File: src/activity_pkg.sv
// Package of register map, field layout and timing constants for the activity detector
`default_nettype none

package activity_pkg;

    // ==========================================================
    // Register offsets
    localparam logic [7:0] ADDR_LEVEL_HIGH    = 8'h39;
    localparam logic [7:0] ADDR_LEVEL_LOW     = 8'h3a;
    localparam logic [7:0] ADDR_DURATION_HIGH = 8'h3b;
    localparam logic [7:0] ADDR_DURATION_MID  = 8'h3c;
    localparam logic [7:0] ADDR_DURATION_LOW  = 8'h3d;

    // ==========================================================
    // Widths and field layout
    localparam int SAMPLE_W    = 12;
    localparam int LEVEL_W     = 11;
    localparam int LEVEL_HI_W  = 3;
    localparam int DURATION_W  = 24;
    localparam int AXES        = 3;
    localparam int SCALE_SHIFT = 4;                // Times 16
    localparam int SCALED_W    = SAMPLE_W + SCALE_SHIFT;

    // ==========================================================
    // Reset values and the one-step increment
    localparam logic [7:0]            REG_RESET      = 8'h00;
    localparam logic [DURATION_W-1:0] DURATION_ZERO  = 24'h00_0000;
    localparam logic [DURATION_W-1:0] DURATION_ONE   = 24'h00_0001;

    // ==========================================================
    // Activity enable codes
    localparam logic [1:0] ACT_ABSOLUTE   = 2'h1;
    localparam logic [1:0] ACT_REFERENCED = 2'h3;

    // ==========================================================
    // Timing: one duration step
    localparam int TICK_TIME_NS  = 500000;         // 500 us
    localparam int CLK_PERIOD_NS = 10;             // 100 MHz
    localparam int TICK_CYCLES   = (TICK_TIME_NS + CLK_PERIOD_NS - 1) / CLK_PERIOD_NS;

    // Detector states
    typedef enum logic [1:0] {
        ST_IDLE  = 2'b00,
        ST_WATCH = 2'b01,
        ST_FIRED = 2'b10
    } detect_state_t;

endpackage : activity_pkg

`default_nettype wire

File: src/axis_level_compare.sv
// Magnitude of one signed axis sample, scaled, compared with the activity level
`timescale 1ns/1ps
`default_nettype none

module axis_level_compare
    import activity_pkg::*;
(
    // Sample and configuration
    input  wire logic [SAMPLE_W-1:0] sample,
    input  wire logic                axisEnable,
    input  wire logic [LEVEL_W-1:0]  level,
    // Result
    output logic                     above
);

    logic [SAMPLE_W-1:0] magnitude;
    logic [SCALED_W-1:0] scaled;

    // ==========================================================
    // Absolute value; the most negative code maps to 2048, which still fits unsigned
    always_comb begin
        magnitude = sample[SAMPLE_W-1] ? SAMPLE_W'(~sample + 1'b1) : sample;
        scaled    = {magnitude, {SCALE_SHIFT{1'b0}}};
        // Raw codes only: a range change does not rescale the level
        above     = axisEnable && (scaled > SCALED_W'(level));
    end

endmodule : axis_level_compare

`default_nettype wire

File: src/step_tick_divider.sv
// Divider producing a one-cycle pulse once per duration step
`timescale 1ns/1ps
`default_nettype none

module step_tick_divider
    import activity_pkg::*;
#(
    parameter int DIVIDE = TICK_CYCLES
) (
    // Clock and reset
    input  wire logic core_clk,
    input  wire logic sys_rst,
    // Control
    input  wire logic restart,
    // Step pulse
    output logic      tick
);

    typedef struct packed {
        logic [31:0] count;
        logic        tick;
    } div_state_t;

    div_state_t cur_r;
    div_state_t cur_nxt;

    // ==========================================================
    // Restart aligns the first step with the start of a watch period
    always_comb begin
        cur_nxt      = cur_r;
        cur_nxt.tick = 1'b0;
        if (restart) begin
            cur_nxt.count = 32'h0000_0000;
        end else if (cur_r.count == 32'(DIVIDE - 1)) begin
            cur_nxt.count = 32'h0000_0000;
            cur_nxt.tick  = 1'b1;
        end else begin
            cur_nxt.count = cur_r.count + 32'h0000_0001;
        end
    end

    // State register
    always_ff @(posedge core_clk) begin
        if (sys_rst) begin
            cur_r <= '0;
        end else begin
            cur_r <= cur_nxt;
        end
    end

    assign tick = cur_r.tick;

endmodule : step_tick_divider

`default_nettype wire

File: src/activity_detector.sv
// Activity threshold and duration detector with its five byte registers
`timescale 1ns/1ps
`default_nettype none

// Operation
// - The activity level is 11 bits unsigned, bits 10:8 in the high level register bits 2:0 and bits 7:0 in the low.
// - Each enabled axis sample's magnitude is compared with the activity level.
// - The 12-bit sample is shifted left four places (times 16) before comparison.
// - The level is in raw sample codes and is never rescaled for a range change.
// - The duration is 24 bits from the high (23:16), mid (15:8) and low (7:0) registers.
// - One duration step lasts 500 us.
// - With a nonzero duration an event fires only after every valid sample has some enabled axis above for the whole duration.
// - All five registers reset to zero and are readable and writable.
// - A 3-bit axis select picks which of X, Y and Z take part; zero picks none.
// - The detector runs only for enable codes 01 and 11; 00 and 10 hold it stopped.
module activity_detector
    import activity_pkg::*;
#(
    parameter int STEP_CYCLES = TICK_CYCLES
) (
    // Clock and reset
    input  wire logic                core_clk,
    input  wire logic                sys_rst,
    // Register port
    input  wire logic [7:0]          regAddr,
    input  wire logic                regWrite,
    input  wire logic                regRead,
    input  wire logic [7:0]          regWrData,
    output logic      [7:0]          regRdData,
    output logic                     regRdValid,
    // Neighbouring control fields
    input  wire logic [1:0]          activityEnable,
    input  wire logic [AXES-1:0]     motionAxisSelect,
    // Sample stream from the datapath
    input  wire logic                sampleValid,
    input  wire logic [SAMPLE_W-1:0] sampleX,
    input  wire logic [SAMPLE_W-1:0] sampleY,
    input  wire logic [SAMPLE_W-1:0] sampleZ,
    // Detection results
    output logic                     activityEvent,
    output logic                     activityHeld,
    output logic                     detectorRunning
);

    // ==========================================================
    // All state of the block except the step divider count, which sits in u_step
    typedef struct packed {
        logic [LEVEL_HI_W-1:0] levelHigh;
        logic [7:0]            levelLow;
        logic [7:0]            durationHigh;
        logic [7:0]            durationMid;
        logic [7:0]            durationLow;
        logic [7:0]            rdData;
        logic                  rdValid;
        detect_state_t         state;
        logic [DURATION_W-1:0] stepCount;
        logic                  pulse;
    } core_state_t;

    core_state_t cur_r;
    core_state_t cur_nxt;

    logic [LEVEL_W-1:0]    activityLevel;
    logic [DURATION_W-1:0] duration;
    logic                  running;
    logic [AXES-1:0]       axisAbove;
    logic                  anyAbove;
    logic                  stepTick;
    logic                  stepRestart;
    logic [SAMPLE_W-1:0]   samples [AXES];

    // ==========================================================
    // Assembled fields
    assign activityLevel = {cur_r.levelHigh, cur_r.levelLow};
    assign duration      = {cur_r.durationHigh, cur_r.durationMid, cur_r.durationLow};
    // Referenced mode compares like absolute here; the reference path sits elsewhere
    assign running       = (activityEnable == ACT_ABSOLUTE) || (activityEnable == ACT_REFERENCED);

    assign samples[0] = sampleX;
    assign samples[1] = sampleY;
    assign samples[2] = sampleZ;

    // ==========================================================
    // One comparator per axis
    for (genvar a = 0; a < AXES; a++) begin : g_axis
        axis_level_compare u_cmp (
            .sample     (samples[a]),
            .axisEnable (motionAxisSelect[a]),
            .level      (activityLevel),
            .above      (axisAbove[a])
        );
    end

    assign anyAbove = |axisAbove;

    // ==========================================================
    // Step divider: held in restart outside a watch period, so each
    // period measures whole steps from its first above-level sample
    assign stepRestart = !running || (cur_r.state != ST_WATCH);

    step_tick_divider #(
        .DIVIDE (STEP_CYCLES)
    ) u_step (
        .core_clk (core_clk),
        .sys_rst  (sys_rst),
        .restart  (stepRestart),
        .tick     (stepTick)
    );

    // ==========================================================
    // Next-state logic: registers, read path and detector
    always_comb begin
        cur_nxt         = cur_r;
        cur_nxt.pulse   = 1'b0;
        cur_nxt.rdValid = regRead;

        // Register writes; reserved high-level bits are dropped
        if (regWrite) begin
            case (regAddr)
                ADDR_LEVEL_HIGH:    cur_nxt.levelHigh    = regWrData[LEVEL_HI_W-1:0];
                ADDR_LEVEL_LOW:     cur_nxt.levelLow     = regWrData;
                ADDR_DURATION_HIGH: cur_nxt.durationHigh = regWrData;
                ADDR_DURATION_MID:  cur_nxt.durationMid  = regWrData;
                ADDR_DURATION_LOW:  cur_nxt.durationLow  = regWrData;
                default: begin
                end
            endcase
        end

        // Register reads; unmapped addresses answer zero
        if (regRead) begin
            case (regAddr)
                ADDR_LEVEL_HIGH:    cur_nxt.rdData = {5'h0, cur_r.levelHigh};
                ADDR_LEVEL_LOW:     cur_nxt.rdData = cur_r.levelLow;
                ADDR_DURATION_HIGH: cur_nxt.rdData = cur_r.durationHigh;
                ADDR_DURATION_MID:  cur_nxt.rdData = cur_r.durationMid;
                ADDR_DURATION_LOW:  cur_nxt.rdData = cur_r.durationLow;
                default:            cur_nxt.rdData = REG_RESET;
            endcase
        end

        // Detector
        if (!running) begin
            // Stopped modes force the detector back to ST_IDLE and clear the step count
            cur_nxt.state     = ST_IDLE;
            cur_nxt.stepCount = DURATION_ZERO;
        end else begin
            case (cur_r.state)
                ST_IDLE: begin
                    if (sampleValid && anyAbove) begin
                        if (duration == DURATION_ZERO) begin
                            cur_nxt.pulse = 1'b1;
                            cur_nxt.state = ST_FIRED;
                        end else begin
                            cur_nxt.state     = ST_WATCH;
                            cur_nxt.stepCount = DURATION_ZERO;
                        end
                    end
                end
                ST_WATCH: begin
                    if (sampleValid && !anyAbove) begin
                        // Brief motion is forgotten
                        cur_nxt.state     = ST_IDLE;
                        cur_nxt.stepCount = DURATION_ZERO;
                    end else if (stepTick) begin
                        cur_nxt.stepCount = cur_r.stepCount + DURATION_ONE;
                        // Duration may be lowered mid-watch, so compare with >=
                        if (cur_nxt.stepCount >= duration) begin
                            cur_nxt.pulse = 1'b1;
                            cur_nxt.state = ST_FIRED;
                        end
                    end
                end
                ST_FIRED: begin
                    // One event per episode: re-arm only after motion ends
                    if (sampleValid && !anyAbove) begin
                        cur_nxt.state     = ST_IDLE;
                        cur_nxt.stepCount = DURATION_ZERO;
                    end
                end
                default: begin
                    cur_nxt.state     = ST_IDLE;
                    cur_nxt.stepCount = DURATION_ZERO;
                end
            endcase
        end
    end

    // ==========================================================
    // State register
    always_ff @(posedge core_clk) begin
        if (sys_rst) begin
            cur_r           <= '0;
            cur_r.state     <= ST_IDLE;
        end else begin
            cur_r <= cur_nxt;
        end
    end

    // Outputs
    assign regRdData       = cur_r.rdData;
    assign regRdValid      = cur_r.rdValid;
    assign activityEvent   = cur_r.pulse;
    assign activityHeld    = (cur_r.state == ST_FIRED);
    assign detectorRunning = running;

endmodule : activity_detector

`default_nettype wire

File: config.mk
export PLATFORM = sky130hd
export DESIGN_NAME = activity_detector
export DESIGN_NICKNAME = d
export VERILOG_FILES = /design/src/activity_pkg.sv /design/src/axis_level_compare.sv /design/src/step_tick_divider.sv /design/src/activity_detector.sv
export SDC_FILE = /design/constraint.sdc
export NUM_CORES = 1
export LEC_CHECK = 0
export BUFFER_PORTS_ARGS = -buffer_cell sky130_fd_sc_hd__buf_4
export CAP_MARGIN = 20
export CORE_ASPECT_RATIO = 0.7
export CORE_MARGIN = 2
export CORE_UTILIZATION = 60
export CTS_BUF_LIST = sky130_fd_sc_hd__clkbuf_4
export CTS_CLUSTER_DIAMETER = 120
export CTS_CLUSTER_SIZE = 12
export DETAILED_ROUTE_END_ITERATION = 8
export GPL_ROUTABILITY_DRIVEN = 0
export PLACE_DENSITY = 0.83
export SYNTH_ARGS = -nofsm -noshare
export SYNTH_HDL_FRONTEND = slang
export SYNTH_SLANG_ARGS = --single-unit
File: constraint.sdc
create_clock -name core_clk -period 4.9 [get_ports core_clk]
set_input_delay 0.49 -clock core_clk [delete_from_list [all_inputs] [get_ports core_clk]]
set_output_delay 0.49 -clock core_clk [all_outputs]
set_load 0.01 [all_outputs]
# Yosys cells after proc, flatten, opt, wreduce, memory -nomap -nowiden
# Cells that the tools add are included.
# word_totals
regBits	104
elab_cells	80
in_bits	62
# op_classes
n_eq_ne	16
bitwise	4
add_sub_neg	5
order_cmp	4
reduce_logical	22
mux	17
# ops
op	count
$pmux W26 S3	1
$mux W27	2
$mux W26	2
$gt A16 B11 Y1	3
$eq A8 B6 Y1 const B	5
$pmux W8 S5	1
$add A12 B1 Y12 const B	3
$mux W12	3
$not A12 Y12	3
$add A32 B1 Y32 const B	1
$eq A32 B16 Y1 const B	1
$add A24 B1 Y24 const B	1
$ge A24 B24 Y1	1
$logic_not A24 Y1	1
$mux W24	1
$reduce_and A2 Y1	5
$reduce_and A4 Y1	2
$reduce_or A3 Y1	2
$logic_and A1 B1 Y1	5
$eq A2 B1 Y1 const B	2
$eq A2 B2 Y1 const B	2
$mux W1	4
$mux W2	2
$ne A2 B1 Y1 const B	2
other kinds (9)	13

# Longest topological paths before layout
# logic_depth
word_depth	10
ltp_mapped	16

# Hierarchy
# A second synthesis with hierarchy kept.
# unflattened
hier_cells	907
area_unflattened_um2	7220.7
# by_module_without_submodules
mod	area_each_um2	seq_area_each_um2	n_inst	cells_each
activity_detector	4350.4	1421.4	1	536
step_tick_divider	1597.8	660.6	1	182
axis_level_compare	424.2	0.0	3	63

# Worst setup path before layout
# OpenSTA, ideal clock, no wires.
# synth_timing
path_type	in2reg
startpoint	in sampleX[1]
endpoint	reg cur_r[21] in the netlist's numbering
path_buffers	1
arrival_ns	3.520
slack_ns	1.260
path_stages	15
setup_ns	0.120
cell_sequence	inv_1 -> ha_1 -> or4b_2 -> o21ai_0 -> xnor2_1 -> ha_1 -> o21ai_0 -> a41oi_1 -> o21a_1 -> a2111o_1 -> nor4b_4 -> o21ai_2 -> and3_4 -> buf_6 -> a211o_1
# synth_between
elab_chain_len	10
word_cells_on_any_way	15
cone_classes	add/sub: 1; order compare: 1; eq/ne: 3; mux: 3; bitwise: 1; reduce/logical: 6
# synth_rtl
element	line_no	source
start: declaration	activity_detector.sv:36	input wire logic [SAMPLE_W-1:0] sampleX,
$not A12 Y12	axis_level_compare.sv:22	magnitude = sample[SAMPLE_W-1] ? SAMPLE_W'(~sample + 1'b1) : sample;
$add A12 B1 Y12	axis_level_compare.sv:22	
$mux W12 *	axis_level_compare.sv:22	
$gt A16 B11 Y1 *	axis_level_compare.sv:25	above = axisEnable && (scaled > SCALED_W'(level));
$logic_and A1 B1 Y1 *	axis_level_compare.sv:25	
$reduce_or A3 Y1 *	activity_detector.sv:94	assign anyAbove = |axisAbove;
$logic_not A1 Y1	activity_detector.sv:161, activity_detector.sv:176	
$logic_and A1 B1 Y1	activity_detector.sv:161, activity_detector.sv:176	
$ne A3 B2 Y1 (no line), or another cell as far along	n/a	
$reduce_and A4 Y1 (no line) / $pmux W26 S3 (equally long branches)	n/a	
end signal: assignment	activity_detector.sv:196	cur_r <= cur_nxt;
end: declaration	activity_detector.sv:60	core_state_t cur_r;
# Mark *: on every way between the ends. The rest lies on a longest branch, timed or not.
# A chain may end at the register's enable or synchronous reset.

# Worst setup path in the final report
# layout_timing
startpoint	reg cur_r[3] in the netlist's numbering
endpoint	reg cur_r, in the netlist activityEvent
# layout_between
elab_chain_len	6
# layout_rtl
element	line_no	source
$add A24 B1 Y24	activity_detector.sv:166	cur_nxt.stepCount = cur_r.stepCount + DURATION_ONE;
$ge A24 B24 Y1	activity_detector.sv:168	if (cur_nxt.stepCount >= duration) begin
$mux W1	activity_detector.sv:168	
$mux W27	activity_detector.sv:165	end else if (stepTick) begin
$mux W1	activity_detector.sv:161	if (sampleValid && !anyAbove) begin
$pmux W1 S2	activity_detector.sv:148	case (cur_r.state)
# Every way passes these cells. The select of a mux whose other input is x is not followed.

==> metrics.md <==
| Metric | Value |
|---|---|
| # setup viols final | `0` |
| Vias per std cell | `5.94` |
| DR iter-0 viols | `about 630` |
| Fraction of layout cells with a size suffix above 1 | `between 10% and 20%` |
| Cell leakage power | `slightly below 3 nW` |
| Detailed-route via count | `roughly 6200` |
| IO buf count | `72` |
| Fraction of synthesized area in multiplexers | `~3.8%` |
| Ordered cell list for the critical path | `and3_1, nand3_1, nor3_1, nand2_1, and2_1, or2_2, ha_1, nand4_1, nor2_1, a211o_1, a21oi_1, o31ai_1, a31o_2, nand2_1, a2111oi_0` |
| Total detailed-routing wirelength | `roughly 16 mm` |
| Status | `finished, final reports clean` |
| Actual slew at the worst max-slew pin | `839 ps` |
| Number of hold buffers added after CTS | `0` |
| P per Cell Area | `between 200 and 250 nW/µm²` |
| DRC Markers | `0` |
| Post-CTS sizing | `0` |
| TritonCTS clock tree | `built` |
| Seq/Total Area, Yosys | `between 30% and 40%` |
| # Post-CTS Setup Buffers | `0` |
| Global-route wire length before repair | `around 27 mm` |
| F_max | `271 MHz` |
| Post-synthesis async set-or-reset flop share | `0%` |
| Count of nets left with antenna violations after detail routing | `0` |
| Post-Synthesis Cell Area | `around 6700 µm²` |
| Area fraction in and, or, nand and nor cells after synthesis | `a little over a quarter` |
| Setup slack after placement | `approximately 790 ps` |
| HPWL reported at the end of detailed placement | `~12 mm` |
| Highest cell delay on the worst timing path | `~520 ps` |
| Peak VDD IR | `around 0.00011 V` |
| All-layer global routing usage | `a little over a quarter` |
| EDFF count, synth | `0` |
| Global-route congestion overflow total | `0` |
| Clock buffer count from CTS | `9` |
| Die Y | `slightly above 90 µm` |
| Floorplan Core Area | `approximately 11000 µm²` |
| Count of pins over their slew limit | `0` |
| Die area | `~12000 µm²` |
| Clock tree skew after final layout | `about 19 ps` |
| Final worst-path setup slack | `between 1000 and 1500 ps` |
| Max_cap viols | `0` |
| Clock power share | `just under 30%` |
| Max-slew headroom at the worst pin | `43.8%` |
| Primary flip-flop cell chosen by synthesis mapping | `dfxtp_1` |
| Number of warnings printed during yosys synthesis | `0` |
| Net count reported at finish | `slightly below 1000` |
| Switch share | `roughly 29%` |
| Worst Path Class, Setup | `reg -> reg` |
| Number of diodes added for antenna fixing | `0` |
| Pin count of the biggest net entering global routing | `46` |
| Post-synthesis average cell area | `7.99 µm²` |
| Type of element capturing the critical path | `flip-flop` |
| CTS Root Cell | `clkbuf_4` |
| IO Count | `74` |
| Worst setup SP type | `flip-flop` |
| Flop pwr share | `57.5%` |
| Total of flip-flops plus latches after synthesis | `~100` |
| Initial Utilization | `about three fifths` |
| Clock latency at the later pin of the worst-skew pair | `~480 ps` |
| Synthesized instance count | `approximately 830` |
| Crit path max-delay cell type | `dfxtp_1` |
| Routed wire per std cell | `roughly 15 µm` |
| Class of the most critical hold timing path | `in -> reg` |
| H-tree levels | `3` |
| Number of clock sinks | `104` |
| Synth Area in Adders | `9.40%` |
| Setup repair after global routing missed its margin | `no` |
| Switching power summed over all nets | `about 0.00042 W` |
| Hold slack | `approximately 220 ps` |
| Main combinational cell family by area after synthesis | `simple AND/OR/NAND/NOR gates` |
| Data arrival, critical path | `about 4000 ps` |
| Internal | `about 0.0011 W` |
| Fin crit share | `around three quarters` |
| Chip Width | `between 100 and 150 µm` |
| Final hold vios | `0` |
| Final std cell area, no fill | `between 7000 and 8000 µm²` |
| Max Root-Sink Buffers | `2` |
| Post-layout power | `approximately 0.0015 W` |
| Xor/xnor share of the synthesized area | `between 7 and 8%` |
| Post-Syn Nets | `~950` |
| CP Data Required Time | `around 5300 ps` |
| Relative contribution of combinational cells to total power | `a little over an eighth` |
| Number of distinct library cell variants in the gate-level netlist after synthesis | `60` |
| Final setup TNS | `0 ps` |
| Clock-pin slew on the worst setup and hold paths | `between 150 and 200 ps` |
| Post-synthesis compound-gate area fraction | `between 10% and 20%` |
| Crit-path max FO | `7` |
| Synth-to-Final Area Change | `10.7%` |
| Number of antenna violations at the first check in global routing | `0` |
| Post-layout minimum cycle time | `around 3700 ps` |
| Cell repeated most along the worst path | `nand2_1` |
| Rows | `32` |
| Detailed Routing Iterations Pass 1 | `7` |
| Number of global-route vias before repair | `~5700` |
| Placed standard-cell area | `just over 7000 µm²` |
-- flip-flops by register name, indices dropped and copies added, names as in the netlist --
| signal | flops |
|---|---|
| u_step.tick | 1 |
| regRdValid | 1 |
| cur_r | 50 |
| regRdData | 8 |
| activityLevel | 11 |
| u_step.cur_r | 32 |
| activityEvent | 1 |
-- layout make-up --
type	count	area (µm²)
fill	884	3530
sequential	104	2080
timing repair buffer	75	567
tap	153	191
clock buffer	9	67.6
clock inverter	7	65.1
multi-input combinational	646	4230
inverter	44	165
-- power groups by stage --
| stage | logic (W) | registers [W] | clock network [W] |
|---|---|---|---|
| 3_5_place_dp | 0.000189 | 0.000869 | 0 |
| 2_1_floorplan | 0.000110 | 0.000868 | 0 |
| 5_1_grt | 0.000213 | 0.000852 | 0.000481 |
| 4_1_cts | 0.000190 | 0.000851 | 0.000443 |
| 3_3_place_gp | 0.000179 | 0.000869 | 0 |
| 6_report | 0.000194 | 0.000851 | 0.000435 |
-- per-stage QoR --
step	util, %	instances
floorplan	-	833
global placement	66.3	1021
detailed placement	66.3	1021
CTS	67.5	1037
global route	67.6	1038
finish	67.6	1038
-- kinds of logic after synthesis --
group	count (synthesis)
simple gates	358
compound gates	159
flops	104
buf+inv	83
xor+xnor	54
fa+ha+maj	50
mux	25
-- per-layer routing --
layer / vias up / track usage, % / part of all wire, %
met1: 2838 / 38.6 / 47
li1: 3053 / - / -
met4: 0 / 6.09 / 1.5
met2: 246 / 41.8 / 43
met3: 30 / 7.29 / 8.1
met5: - / 0 / 0
-- path summary, 6_finish.rpt --
kind	from	endpoint	depth (start not counted)	slack [ps]
worst max-delay path	cur_r[3]	activityEvent	15	1210
worst min-delay path	regRead	regRdData[1]	2	220
worst max register to register	cur_r[3]	activityEvent	15	1210
worst min register to register	u_step.cur_r[1]	u_step.cur_r[1]	1	480
-- cells in the mapped netlist (6+ instances only) --
cell type | instances | share of area (%)
a22o_1 | 7 | 0.92
xnor2_1 | 33 | 4.3
inv_1 | 44 | 2.5
nand4_1 | 19 | 1.8
a21o_1 | 17 | 1.9
or3_1 | 10 | 0.94
a21oi_1 | 53 | 4.0
clkbuf_1 | 27 | 1.5
nor4_1 | 14 | 1.3
and4_1 | 10 | 1.3
nand2_1 | 89 | 5.0
nor3_1 | 15 | 1.1
mux2i_1 | 23 | 3.5
nor2b_1 | 7 | 0.66
xor2_1 | 21 | 2.8
o31ai_1 | 6 | 0.68
buf_4 | 8 | 0.90
dfxtp_1 | 104 | 31
a211oi_1 | 8 | 0.90
or2_2 | 8 | 0.75
a211o_1 | 6 | 0.79
nand3_1 | 37 | 2.8
ha_1 | 50 | 9.4
and3_1 | 19 | 1.8
o21ai_0 | 23 | 1.7
and2_1 | 6 | 0.56
nand2b_1 | 13 | 1.2
nor2_1 | 92 | 5.2
-- cell usage in the layout, fill, tap and decap left out, drive strengths merged, types with 9 or more instances in the layout --
cell    instances
a21o           17
xor2           21
nand4          19
nor4           14
nand3          37
clkbuf          9
a21oi          53
nor3           15
inv            47
and3           20
xnor2          33
or3            10
nor2           92
mux2i          23
dfxtp         104
and4           10
buf            75
ha             50
o21ai          24
nand2b         13
nand2          89
-- worst max-delay path, delay by kind of cell (launching register included) --
family | cells | cell delay, ps
AO/OA/AOI/OAI | 5 | 950
flip-flops | 1 | 520
adder cells (fa/ha/maj) | 1 | 300
AND/OR/NAND/NOR | 9 | 1790
Note: power is estimated with default switching activity, not from simulation.
